`src/psi_pkg.sv`:
```
// package: constants for the path status indicator logic
package psi_pkg;

  // ---------------------------------------------------------------------------
  // register map (byte addresses)
  // ---------------------------------------------------------------------------
  localparam logic [7:0] ADDR_CTRL     = 8'h00;
  localparam logic [7:0] ADDR_CHAN     = 8'h04;
  localparam logic [7:0] ADDR_DEST     = 8'h08;
  localparam logic [7:0] ADDR_SYNC     = 8'h0c;
  localparam logic [7:0] ADDR_LAMPS    = 8'h10;
  localparam logic [7:0] ADDR_IRQ_STAT = 8'h14;
  localparam logic [7:0] ADDR_IRQ_MASK = 8'h18;
  localparam logic [7:0] ADDR_REF_CNT  = 8'h1c;
  localparam logic [7:0] ADDR_SAMPLE   = 8'h20;

  // ---------------------------------------------------------------------------
  // field positions
  // ---------------------------------------------------------------------------
  // ctrl
  localparam int CTRL_PATCH   = 0;
  localparam int CTRL_PROC    = 1;
  localparam int CTRL_D2D     = 2;
  localparam int CTRL_AUTO    = 3;
  localparam int CTRL_TRACK   = 4;
  localparam int CTRL_TRK20   = 5;
  localparam int CTRL_RANGE20 = 6;
  localparam int CTRL_FOLLOW  = 7;
  localparam int CTRL_RATE_LO = 8;  // 2 bits base, 2 bits multiplier
  localparam int CTRL_MUL_LO  = 10;
  // sync
  localparam int SYNC_SEL_LO  = 0;  // 3 bits
  localparam int SYNC_DET_LO  = 4;  // 6 bits, per-source detect; bits for sources 0 and 1 unused
  // dest
  localparam int DEST_PORT_LO = 0;  // 4 bits assigned
  localparam int DEST_BAD_LO  = 4;  // 4 bits unachievable
  localparam int DEST_DUAL    = 8;

  // ---------------------------------------------------------------------------
  // encodings and counts
  // ---------------------------------------------------------------------------
  localparam logic [2:0] SRC_LOCAL = 3'h0;
  localparam int NUM_SRC       = 6;
  localparam int NUM_WL        = 4;  // 16, 20, 24, 32-bit ranges
  localparam int SILENCE_COUNT = 10000;
  localparam int SILENCE_W     = 14;
  localparam int FLASH_DIV     = 24;  // flash toggles every 2^(FLASH_DIV-1) cycles
  localparam int CLK_HZ        = 200000000;
  localparam int GATE_CYCLES   = 2000000; // 10 ms measuring window
  localparam int TOL_COUNT     = 4;       // tolerance in edges per window

  // dither mode per channel: 0 none, 1 flat, 2 shaped
  localparam logic [1:0] DITH_NONE   = 2'h0;
  localparam logic [1:0] DITH_FLAT   = 2'h1;
  localparam logic [1:0] DITH_SHAPED = 2'h2;

endpackage : psi_pkg

```
`src/psi_path_status.sv`:
```
// module: path status and indicator logic with apb register access
//
// Local design decisions: register access over APB and the register offsets.
`timescale 1ns/10ps
`default_nettype none

// Summary of operation
// - patch lamp when any patching or mixing
// - process lamp when active; bypass when neither
// - light every output wordlength range in use
// - shaped lamp any shaped; flat any flat-only
// - no dither when input not longer than output
// - silent after 10000 zeros; nonzero clears
// - auto lamp when all active channels defeated
// - track-mapping lamp, twenty-bit lamp for variant
// - range-extend lamp, twenty-bit lamp for variant
// - destination lamps show every assigned port
// - dual-wire lamp for high-rate two-wire output
// - flash destination lamp when assignment impossible
// - show selected sync source on six lamps
// - word clock rising edge is sample instant
// - three base lamps plus x2/x4 lamps
// - follow-external lamp when rate tracks reference
// - measure reference, classify standard within tolerance
// - missing reference: local steady, requested flashing
module psi_path_status
  import psi_pkg::*;
#(
  parameter int NUM_CH      = 8,
  parameter int GATE_LEN    = GATE_CYCLES,
  parameter int TOLERANCE   = TOL_COUNT
) (
  // clock and reset
  input  wire logic        ref_clk_in,
  input  wire logic        reset_n_in,
  // apb slave
  input  wire logic        psel_in,
  input  wire logic        penable_in,
  input  wire logic        pwrite_in,
  input  wire logic [7:0]  paddr_in,
  input  wire logic [31:0] pwdata_in,
  output logic [31:0]      prdata_out,
  output logic             pready_out,
  output logic             pslverr_out,
  // audio samples, one channel per strobe
  input  wire logic        sample_valid_in,
  input  wire logic [2:0]  sample_chan_in,
  input  wire logic [31:0] sample_data_in,
  // word clock reference pin
  input  wire logic        word_rate_reference_in,
  // lamps
  output logic             patch_lamp_out,
  output logic             process_lamp_out,
  output logic             bypass_lamp_out,
  output logic [3:0]       wordlength_lamp_out,
  output logic             shaped_dither_lamp_out,
  output logic             flat_lamp_out,
  output logic             auto_lamp_out,
  output logic             track_mapping_code_out,
  output logic             range_extend_code_out,
  output logic             twenty_bit_variant_out,
  output logic [3:0]       dest_lamp_out,
  output logic             dual_wire_high_rate_out,
  output logic [5:0]       sync_lamp_out,
  output logic [2:0]       base_rate_lamp_out,
  output logic [1:0]       multiplier_lamp_out,
  output logic             follow_ext_lamp_out,
  output logic             irq_out
);

  // ---------------------------------------------------------------------------
  // configuration registers
  // ---------------------------------------------------------------------------
  // chan register per channel: [1:0] dither, [3:2] out wl range,
  // [5:4] in wl range, [6] active, [7] range-extend
  logic [31:0] ctrl_q;
  logic [8:0]  dest_q;
  logic [9:0]  sync_q;
  logic [7:0]  chan_cfg_q [NUM_CH];
  logic [2:0]  chan_sel_q;
  logic [2:0]  irq_stat_q;
  logic [2:0]  irq_mask_q;

  wire apb_acc   = psel_in & penable_in;
  wire apb_wr    = apb_acc & pwrite_in;
  wire apb_rd    = apb_acc & ~pwrite_in;
  wire hit_ctrl  = paddr_in == ADDR_CTRL;
  wire hit_chan  = paddr_in == ADDR_CHAN;
  wire hit_dest  = paddr_in == ADDR_DEST;
  wire hit_sync  = paddr_in == ADDR_SYNC;
  wire hit_lamps = paddr_in == ADDR_LAMPS;
  wire hit_stat  = paddr_in == ADDR_IRQ_STAT;
  wire hit_mask  = paddr_in == ADDR_IRQ_MASK;
  wire hit_ref   = paddr_in == ADDR_REF_CNT;
  wire hit_any   = hit_ctrl | hit_chan | hit_dest | hit_sync | hit_lamps |
                   hit_stat | hit_mask | hit_ref;

  always_ff @(posedge ref_clk_in or negedge reset_n_in) begin
    if (!reset_n_in) begin
      ctrl_q     <= 32'h0000_0000;
      dest_q     <= 9'h000;
      sync_q     <= 10'h000;
      chan_sel_q <= 3'h0;
      irq_mask_q <= 3'h0;
    end else if (apb_wr) begin
      if (hit_ctrl) ctrl_q <= pwdata_in;
      if (hit_dest) dest_q <= pwdata_in[8:0];
      if (hit_sync) sync_q <= pwdata_in[9:0];
      if (hit_chan) chan_sel_q <= pwdata_in[10:8];
      if (hit_mask) irq_mask_q <= pwdata_in[2:0];
    end
  end

  // ---------------------------------------------------------------------------
  // per-channel state: config, silence detection, defeat
  // ---------------------------------------------------------------------------
  logic [NUM_CH-1:0] silent;
  logic [NUM_CH-1:0] defeat;
  logic [NUM_CH-1:0] active;
  logic [NUM_CH-1:0] shaped;
  logic [NUM_CH-1:0] flat;
  logic [NUM_CH-1:0] rext;
  logic [NUM_WL-1:0] wl_use [NUM_CH];
  wire  auto_en = ctrl_q[CTRL_D2D] & ctrl_q[CTRL_AUTO];

  genvar g;
  generate
    for (g = 0; g < NUM_CH; g++) begin : g_ch
      logic [SILENCE_W-1:0] zero_cnt_q;
      logic                 silent_q;
      wire mine  = sample_valid_in && (sample_chan_in == 3'(g));
      wire zero  = sample_data_in == 32'h0000_0000;
      wire cfg_w = apb_wr && hit_chan && (pwdata_in[10:8] == 3'(g));

      always_ff @(posedge ref_clk_in or negedge reset_n_in) begin
        if (!reset_n_in) begin
          chan_cfg_q[g] <= 8'h00;
        end else if (cfg_w) begin
          chan_cfg_q[g] <= pwdata_in[7:0];
        end
      end

      always_ff @(posedge ref_clk_in or negedge reset_n_in) begin
        if (!reset_n_in) begin
          zero_cnt_q <= '0;
          silent_q   <= 1'b0;
        end else if (mine && !zero) begin
          zero_cnt_q <= '0;
          silent_q   <= 1'b0;
        end else if (mine && !silent_q) begin
          zero_cnt_q <= zero_cnt_q + 1'b1;
          if (zero_cnt_q == SILENCE_W'(SILENCE_COUNT - 1)) begin
            silent_q <= 1'b1;
          end
        end
      end

      assign silent[g] = silent_q;
      assign active[g] = chan_cfg_q[g][6];
      // shorter or equal input needs no dither
      assign defeat[g] = auto_en &&
        ((chan_cfg_q[g][5:4] <= chan_cfg_q[g][3:2]) || silent_q);
      assign shaped[g] = active[g] && !defeat[g] &&
                         chan_cfg_q[g][1:0] == DITH_SHAPED;
      assign flat[g]   = active[g] && !defeat[g] &&
                         chan_cfg_q[g][1:0] == DITH_FLAT;
      assign rext[g]   = active[g] && chan_cfg_q[g][7];
      assign wl_use[g] = active[g] ? (NUM_WL'(1) << chan_cfg_q[g][3:2])
                                   : '0;
    end
  endgenerate

  logic [NUM_WL-1:0] wl_any;
  always_comb begin
    wl_any = '0;
    for (int i = 0; i < NUM_CH; i++) begin
      wl_any = wl_any | wl_use[i];
    end
  end

  wire any_active = |active;
  wire auto_all   = any_active && ((defeat | ~active) == '1);

  // ---------------------------------------------------------------------------
  // flash divider and reference measurement
  // ---------------------------------------------------------------------------
  logic [FLASH_DIV-1:0] flash_cnt_q;
  logic [1:0]           wck_sync_q;
  logic                 wck_prev_q;
  logic [31:0]          gate_cnt_q;
  logic [15:0]          edge_cnt_q;
  logic [15:0]          ref_cnt_q;
  logic                 ref_ok_q;

  wire flash    = flash_cnt_q[FLASH_DIV-1];
  wire wck_rise = wck_sync_q[1] & ~wck_prev_q;
  wire gate_end = gate_cnt_q == 32'(GATE_LEN - 1);

  // edges per 10 ms window for 32k, 44.1k, 48k and multiples
  function automatic logic is_standard(input logic [15:0] n);
    logic hit;
    int   std [9];
    hit = 1'b0;
    std = '{320, 441, 480, 640, 882, 960, 1280, 1764, 1920};
    for (int i = 0; i < 9; i++) begin
      if ((int'(n) + TOLERANCE >= std[i]) &&
          (int'(n) <= std[i] + TOLERANCE)) begin
        hit = 1'b1;
      end
    end
    return hit;
  endfunction : is_standard

  always_ff @(posedge ref_clk_in or negedge reset_n_in) begin
    if (!reset_n_in) begin
      flash_cnt_q <= '0;
      wck_sync_q  <= 2'h0;
      wck_prev_q  <= 1'b0;
    end else begin
      flash_cnt_q <= flash_cnt_q + 1'b1;
      wck_sync_q  <= {wck_sync_q[0], word_rate_reference_in};
      wck_prev_q  <= wck_sync_q[1];
    end
  end

  always_ff @(posedge ref_clk_in or negedge reset_n_in) begin
    if (!reset_n_in) begin
      gate_cnt_q <= 32'h0000_0000;
      edge_cnt_q <= 16'h0000;
      ref_cnt_q  <= 16'h0000;
      ref_ok_q   <= 1'b0;
    end else if (gate_end) begin
      gate_cnt_q <= 32'h0000_0000;
      edge_cnt_q <= 16'h0000;
      ref_cnt_q  <= edge_cnt_q;
      ref_ok_q   <= is_standard(edge_cnt_q);
    end else begin
      gate_cnt_q <= gate_cnt_q + 1'b1;
      if (wck_rise) edge_cnt_q <= edge_cnt_q + 1'b1;
    end
  end

  // ---------------------------------------------------------------------------
  // sync source selection with fallback
  // ---------------------------------------------------------------------------
  wire [2:0] src_sel   = sync_q[SYNC_SEL_LO +: 3];
  wire [5:0] src_det   = {sync_q[SYNC_DET_LO+5 -: 4], ref_ok_q, 1'b1};
  wire       src_valid = src_sel < 3'(NUM_SRC);
  wire       src_lost  = src_valid && src_sel != SRC_LOCAL &&
                         !src_det[src_sel];
  logic [5:0] sync_lamp_d;
  always_comb begin
    sync_lamp_d = 6'h00;
    if (src_lost) begin
      sync_lamp_d[SRC_LOCAL] = 1'b1;
      sync_lamp_d[src_sel]   = flash;
    end else if (src_valid) begin
      sync_lamp_d[src_sel]   = 1'b1;
    end
  end

  // ---------------------------------------------------------------------------
  // rate display and interrupts
  // ---------------------------------------------------------------------------
  wire [1:0] base_sel = ctrl_q[CTRL_RATE_LO +: 2];
  wire [1:0] mul_sel  = ctrl_q[CTRL_MUL_LO +: 2];
  wire [2:0] base_d   = (base_sel < 2'h3) ? (3'h1 << base_sel) : 3'h0;
  wire [1:0] mul_d    = (mul_sel == 2'h1) ? 2'h1 :
                        (mul_sel == 2'h2) ? 2'h2 : 2'h0;

  // events: silence entered, reference lost, reference regained
  logic ref_ok_prev_q;
  logic [NUM_CH-1:0] silent_prev_q;
  wire [2:0] irq_ev = {ref_ok_q & ~ref_ok_prev_q,
                       ~ref_ok_q & ref_ok_prev_q,
                       |(silent & ~silent_prev_q)};
  // only the bits handed out at the setup edge may be cleared
  wire [2:0] stat_clr = {3{apb_rd & hit_stat}} & prdata_out[2:0];

  always_ff @(posedge ref_clk_in or negedge reset_n_in) begin
    if (!reset_n_in) begin
      ref_ok_prev_q <= 1'b0;
      silent_prev_q <= '0;
      irq_stat_q    <= 3'h0;
    end else begin
      ref_ok_prev_q <= ref_ok_q;
      silent_prev_q <= silent;
      irq_stat_q    <= (irq_stat_q & ~stat_clr) | irq_ev;
    end
  end

  // ---------------------------------------------------------------------------
  // apb read mux and lamp outputs
  // ---------------------------------------------------------------------------
  wire [31:0] lamp_word = {5'h00, base_rate_lamp_out, multiplier_lamp_out,
                           sync_lamp_out, dest_lamp_out,
                           wordlength_lamp_out, patch_lamp_out,
                           process_lamp_out, bypass_lamp_out,
                           shaped_dither_lamp_out, flat_lamp_out,
                           auto_lamp_out, track_mapping_code_out,
                           range_extend_code_out};
  wire [31:0] rd_d =
    hit_ctrl  ? ctrl_q :
    hit_chan  ? {21'h0, chan_sel_q, chan_cfg_q[chan_sel_q]} :
    hit_dest  ? {23'h0, dest_q} :
    hit_sync  ? {22'h0, sync_q} :
    hit_lamps ? lamp_word :
    hit_stat  ? {29'h0, irq_stat_q} :
    hit_mask  ? {29'h0, irq_mask_q} :
    hit_ref   ? {16'h0, ref_cnt_q} : 32'h0000_0000;

  wire [3:0] dest_d = (dest_q[DEST_PORT_LO +: 4] & ~dest_q[DEST_BAD_LO +: 4]) |
                      (dest_q[DEST_BAD_LO +: 4] & {4{flash}});
  wire trk = ctrl_q[CTRL_TRACK];
  wire rxt = |rext;

  always_ff @(posedge ref_clk_in or negedge reset_n_in) begin
    if (!reset_n_in) begin
      prdata_out  <= 32'h0000_0000;
      pready_out  <= 1'b0;
      pslverr_out <= 1'b0;
    end else begin
      pready_out  <= psel_in & ~penable_in;
      pslverr_out <= psel_in & ~penable_in & ~hit_any;
      if (psel_in & ~penable_in) prdata_out <= rd_d;
    end
  end

  always_ff @(posedge ref_clk_in or negedge reset_n_in) begin
    if (!reset_n_in) begin
      patch_lamp_out          <= 1'b0;
      process_lamp_out        <= 1'b0;
      bypass_lamp_out         <= 1'b0;
      wordlength_lamp_out     <= 4'h0;
      shaped_dither_lamp_out  <= 1'b0;
      flat_lamp_out           <= 1'b0;
      auto_lamp_out           <= 1'b0;
      track_mapping_code_out  <= 1'b0;
      range_extend_code_out   <= 1'b0;
      twenty_bit_variant_out  <= 1'b0;
      dest_lamp_out           <= 4'h0;
      dual_wire_high_rate_out <= 1'b0;
      sync_lamp_out           <= 6'h00;
      base_rate_lamp_out      <= 3'h0;
      multiplier_lamp_out     <= 2'h0;
      follow_ext_lamp_out     <= 1'b0;
      irq_out                 <= 1'b0;
    end else begin
      patch_lamp_out          <= ctrl_q[CTRL_PATCH];
      process_lamp_out        <= ctrl_q[CTRL_PROC];
      bypass_lamp_out         <= ~ctrl_q[CTRL_PATCH] & ~ctrl_q[CTRL_PROC];
      wordlength_lamp_out     <= wl_any;
      shaped_dither_lamp_out  <= |shaped;
      flat_lamp_out           <= |flat;
      auto_lamp_out           <= auto_en & auto_all;
      track_mapping_code_out  <= trk;
      range_extend_code_out   <= rxt;
      twenty_bit_variant_out  <= (trk & ctrl_q[CTRL_TRK20]) |
                                 (rxt & ctrl_q[CTRL_RANGE20]);
      dest_lamp_out           <= dest_d;
      dual_wire_high_rate_out <= dest_q[DEST_DUAL];
      sync_lamp_out           <= sync_lamp_d;
      base_rate_lamp_out      <= base_d;
      multiplier_lamp_out     <= mul_d;
      follow_ext_lamp_out     <= ctrl_q[CTRL_FOLLOW];
      irq_out                 <= |(irq_stat_q & irq_mask_q);
    end
  end

endmodule : psi_path_status
`default_nettype wire

```
`config.mk`:
```
export PLATFORM = sky130hd
export DESIGN_NAME = psi_path_status
export DESIGN_NICKNAME = d
export VERILOG_FILES = /design/src/psi_pkg.sv /design/src/psi_path_status.sv
export SDC_FILE = /design/constraint.sdc
export NUM_CORES = 1
export LEC_CHECK = 0
export ABC_AREA = 1
export BUFFER_PORTS_ARGS = -buffer_cell sky130_fd_sc_hd__buf_2
export CELL_PAD_IN_SITES_DETAIL_PLACEMENT = 2
export CELL_PAD_IN_SITES_GLOBAL_PLACEMENT = 2
export CORE_MARGIN = 2
export CORE_UTILIZATION = 35
export DETAILED_ROUTE_END_ITERATION = 12
export GPL_TIMING_DRIVEN = 0
export HOLD_SLACK_MARGIN = 0.03
export PLACE_DENSITY_LB_ADDON = 0.05
export REMOVE_ABC_BUFFERS = 1
export SETUP_SLACK_MARGIN = 0.15
export SKIP_LAST_GASP = 1
export SYNTH_ARGS = -nofsm -noshare
export SYNTH_HDL_FRONTEND = slang
export SYNTH_SLANG_ARGS = --single-unit
```
`constraint.sdc`:
```
create_clock -name ref_clk_in -period 2.6 [get_ports ref_clk_in]
set_input_delay 0.65 -clock ref_clk_in [delete_from_list [all_inputs] [get_ports ref_clk_in]]
set_output_delay 0.65 -clock ref_clk_in [all_outputs]
set_load 0.02 [all_outputs]
```
==> results.tsv <==
stage	metric	value	unit
placed_design	dpl cells	3483	
final_layout	final net count	2889	
yosys	leading area contributor after synthesis	dfrtp_1	
global_routing	gr ovfl total	0	
sta	max_slew headroom	43.5	%
worst_setup_path	Setup crit end kind	flip-flop	
global_routing	first-pass GRT wire length	117000	um
yosys	Synth top cells by count	nand2_1 (528), dfrtp_1 (410), inv_1 (324)	
sta	min Tclk post-route	2340	ps
global_routing	largest net degree at the start of global routing	107	
yosys	top cells by area, synth	dfrtp_1 (49%), nand2_1 (9.4%), inv_1 (5.8%)	
floorplanning	Initial Util	35.2	%
yosys	Primary FF master, synth	dfrtp_1	
yosys	flops & latches, synth	410	
floorplanning	die height	250	um
sta	Setup-failing EPs final	0	
flow_run	max cap viols	0	
detailed_routing	Routed wire per std cell	19.9	um
pwr	Flop pwr share	43.7	%
detailed_routing	routed metal-1 wire length	32000	um
floorplanning	core box area	60000	um2
pwr	switching share of power	27.6	%
yosys	Yosys warnings	0	
yosys	xor and xnor fraction of the mapped netlist area	2.86	%
floorplanning	FP Rows	90	
cts	root buf cell	clkbuf_16	
yosys	simple-gate share of the synthesized area	24.7	%
sta	Final Max Tran Viols	0	
worst_setup_path	CP startpoint kind	flip-flop	
worst_setup_path	Worst Path Required	3110	ps
final_layout	ant diodes	0	
detailed_routing	drt pass-1 iters	5	
floorplanning	die area	62300	um2
sta	Final Hold Fails	0	
yosys	post-synthesis cell count	2613	
sta	Hold Slack	161	ps
placed_design	worst slack at placement	-1060	ps
worst_setup_path	worst-path maximum fanout	20	
cts	Num CTS Buffers	50	
worst_setup_path	Arrival @ worst endpoint	2850	ps
pwr	NetSw	0.00442	W
sta	Slew @ Worst Pin	840	ps
yosys	Yosys top cell area share	48.6	%
yosys	synthesized area	21100	um2
pwr	PD cells	647	nW/um2
detailed_routing	routed wl met2	35900	um
placed_design	GPL Wtd Cong	0.833	
pwr	Pleak	11.2	nW
status	status	finished clean	
floorplanning	Ports	147	
final_layout	share of cells above drive strength 1	13.4	%
worst_setup_path	critical path type	flip-flop to flip-flop	
detailed_routing	Post-Route WL	71600	um
final_layout	non-filler cells, final	3591	
detailed_routing	Residual DRC	0	
final_layout	area grow syn2layout	17.3	%
yosys	Distinct cells, synth	54	
global_routing	gr usage total	23.3	%
cts	Sink Count	410	
global_routing	initial antenna violation count	0	
pwr	worst vdd ir	539	uV
detailed_routing	DRT antenna net count	0	
yosys	Compound-Gate Fraction of Synth Area	13.4	%
yosys	syn_area_per_cell	8.08	um2
placed_design	HPWL Detailed	51700	um
sta	unrepaired setup endpoints after global routing	yes	
hold_path	Hold Path Class	primary input to flip-flop	
worst_setup_path	path depth of the worst reg2reg path	8	
detailed_routing	highest routed layer	met4	
cts	CTS tree	yes	
cts	Reg clk slew, reported paths	60	ps
sta	maximum clock frequency	427	MHz
global_routing	number of global-route vias before repair	21200	
sta	Clock Skews	17.5	ps
cts	Worst-Skew Late Latency	620	ps
yosys	largest family of logic cells by synthesized area	simple AND/OR/NAND/NOR gates	
pwr	Gate power share	10.2	%
sta	PnR worst setup slack	257	ps
detailed_routing	DR vias	18900	
sta	post-route clock period utilization	90.1	%
cts	H-tree depth	2	
placed_design	I/O Buffers	146	
yosys	post-synthesis mux area share	0.907	%
yosys	post-synthesis async set-or-reset flop share	100	%
cts	clk buf depth	3	
detailed_routing	met3 WL	2210	um
detailed_routing	DRT iter0 DRCs	794	
hold_path	Hold Path Depth	1	
yosys	Post-synth EDFFs	0	
floorplanning	Die W	250	um
yosys	Post-Synth Adder-Cell Area	2.13	%
pwr	Cell Int Power	0.0116	W
pwr	Clk pwr share	46.1	%
detailed_routing	vias per inst	5.26	
yosys	sequential element share of the synthesized area	48.6	%
yosys	top-count cell post-synth	nand2_1	
[timing repair]
| item | CTS | global route |
|---|---|---|
| buffers inserted | 3 | 12 |
| hold buffers | 1 | 0 |
| endpoints found under the setup margin | 33 | 22 |
| resized for setup | 14 | 18 |
| hold endpoints to repair | 29 | 0 |
| cloned | 2 | 0 |
| pin swaps | 1 | 2 |
[per-layer routing]
layer | global-route usage [%] | vias to the layer above
met5 | 0 | -
li1 | - | 8970
met4 | 5.90 | 0
met2 | 41.2 | 224
met3 | 2.74 | 93
met1 | 30.3 | 9614
[cells in the final DEF (no fill, tap or decap), types with 50 or more instances in the layout]
master | synthesis | final
nand4_1 | 56 | 56
buf_2 | 16 | 145
o21ai_0 | 212 | 212
nand3_1 | 126 | 124
xor2_1 | 56 | 56
nor2_1 | 238 | 231
nor3_1 | 81 | 80
clkbuf_16 | 0 | 50
inv_1 | 324 | 321
dfrtp_1 | 410 | 403
a21oi_1 | 183 | 183
nand2_1 | 528 | 525
[through the flow]
step	cell area (um2)	utilization (%)	setup TNS, ps	power (W)
floorplan	20800	-	-19850	0.00794
global placement	22500	37.5	-3378120	0.00857
global route	24800	41.2	0	0.0168
CTS	24600	41.0	0	0.0162
detailed placement	22800	37.9	-38200	0.00871
finish	24800	41.2	0	0.0160
[logic make-up (layout without fill, tap and decap cells)]
kind of cell / after synthesis / in the layout
AOI/OAI and AO/OA: 516 / 516
adders and majority gates: 36 / 36
DFF: 410 / 410
buffers and inverters: 408 / 603
xor gates and xnor gates: 69 / 69
and+or+nand+nor: 1157 / 1158
muxes: 17 / 17
[path summary, 6_finish.rpt]
kind                                        start                      to  slack, ps
min in group asynchronous              reset_n_in  g_ch[5].zero_cnt_q[12]        500
hold / removal             word_rate_reference_in           wck_sync_q[0]        160
hold reg to reg                     wck_sync_q[0]           wck_sync_q[1]        350
max in group asynchronous              reset_n_in           chan_sel_q[1]        870
setup reg to reg                    chan_sel_q[0]           prdata_out[4]        260
setup / recovery                    chan_sel_q[0]           prdata_out[4]        260
[power by group through the flow]
stage	Clock, W	Combinational [W]	Sequential (W)
after global placement	0	0.00147	0.00710
after CTS	0.00762	0.00161	0.00702
after global routing	0.00785	0.00188	0.00704
final	0.00738	0.00164	0.00700
after detailed placement	0	0.00158	0.00712
after floorplan	0	0.000875	0.00706
[critical path, stage by stage (launching register included)]
cell and delay (ps):
dfrtp_4 610, clkinvlp_4 240, buf_4 200, o21ai_0 280, a21oi_1 140, o21ai_0 450
nand3_1 140, o21ai_0 110, inv_1 60
[registers in the layout, summed over array words and instances (netlist names), 2 cells and up]
signal and count:
sync_q 10, edge_cnt_q 16, ref_cnt_q 16, wck_sync_q 2, silent_prev_q 8, multiplier_lamp_out 2
irq_stat_q 3, chan_sel_q 3, active 8, ctrl_q 32, wordlength_lamp_out 4, irq_mask_q 3
flash_cnt_q 24, gate_cnt_q 32, g_ch.zero_cnt_q 112, base_rate_lamp_out 3, sync_lamp_out 6, g_ch.silent_q 8
prdata_out 32, dest_q 9, dest_lamp_out 4, chan_cfg_q 56
[area by class of cell]
class | instances | area (um2)
fill | 6785 | 35300
sequential | 410 | 10300
multi-input combinational | 1796 | 9370
clock buffer | 71 | 1450
inverter | 341 | 1290
timing repair buffer | 171 | 1110
tap | 782 | 978
clock inverter | 19 | 273
timing repair inverter | 1 | 7.51
(Power assumes the default switching activity.)
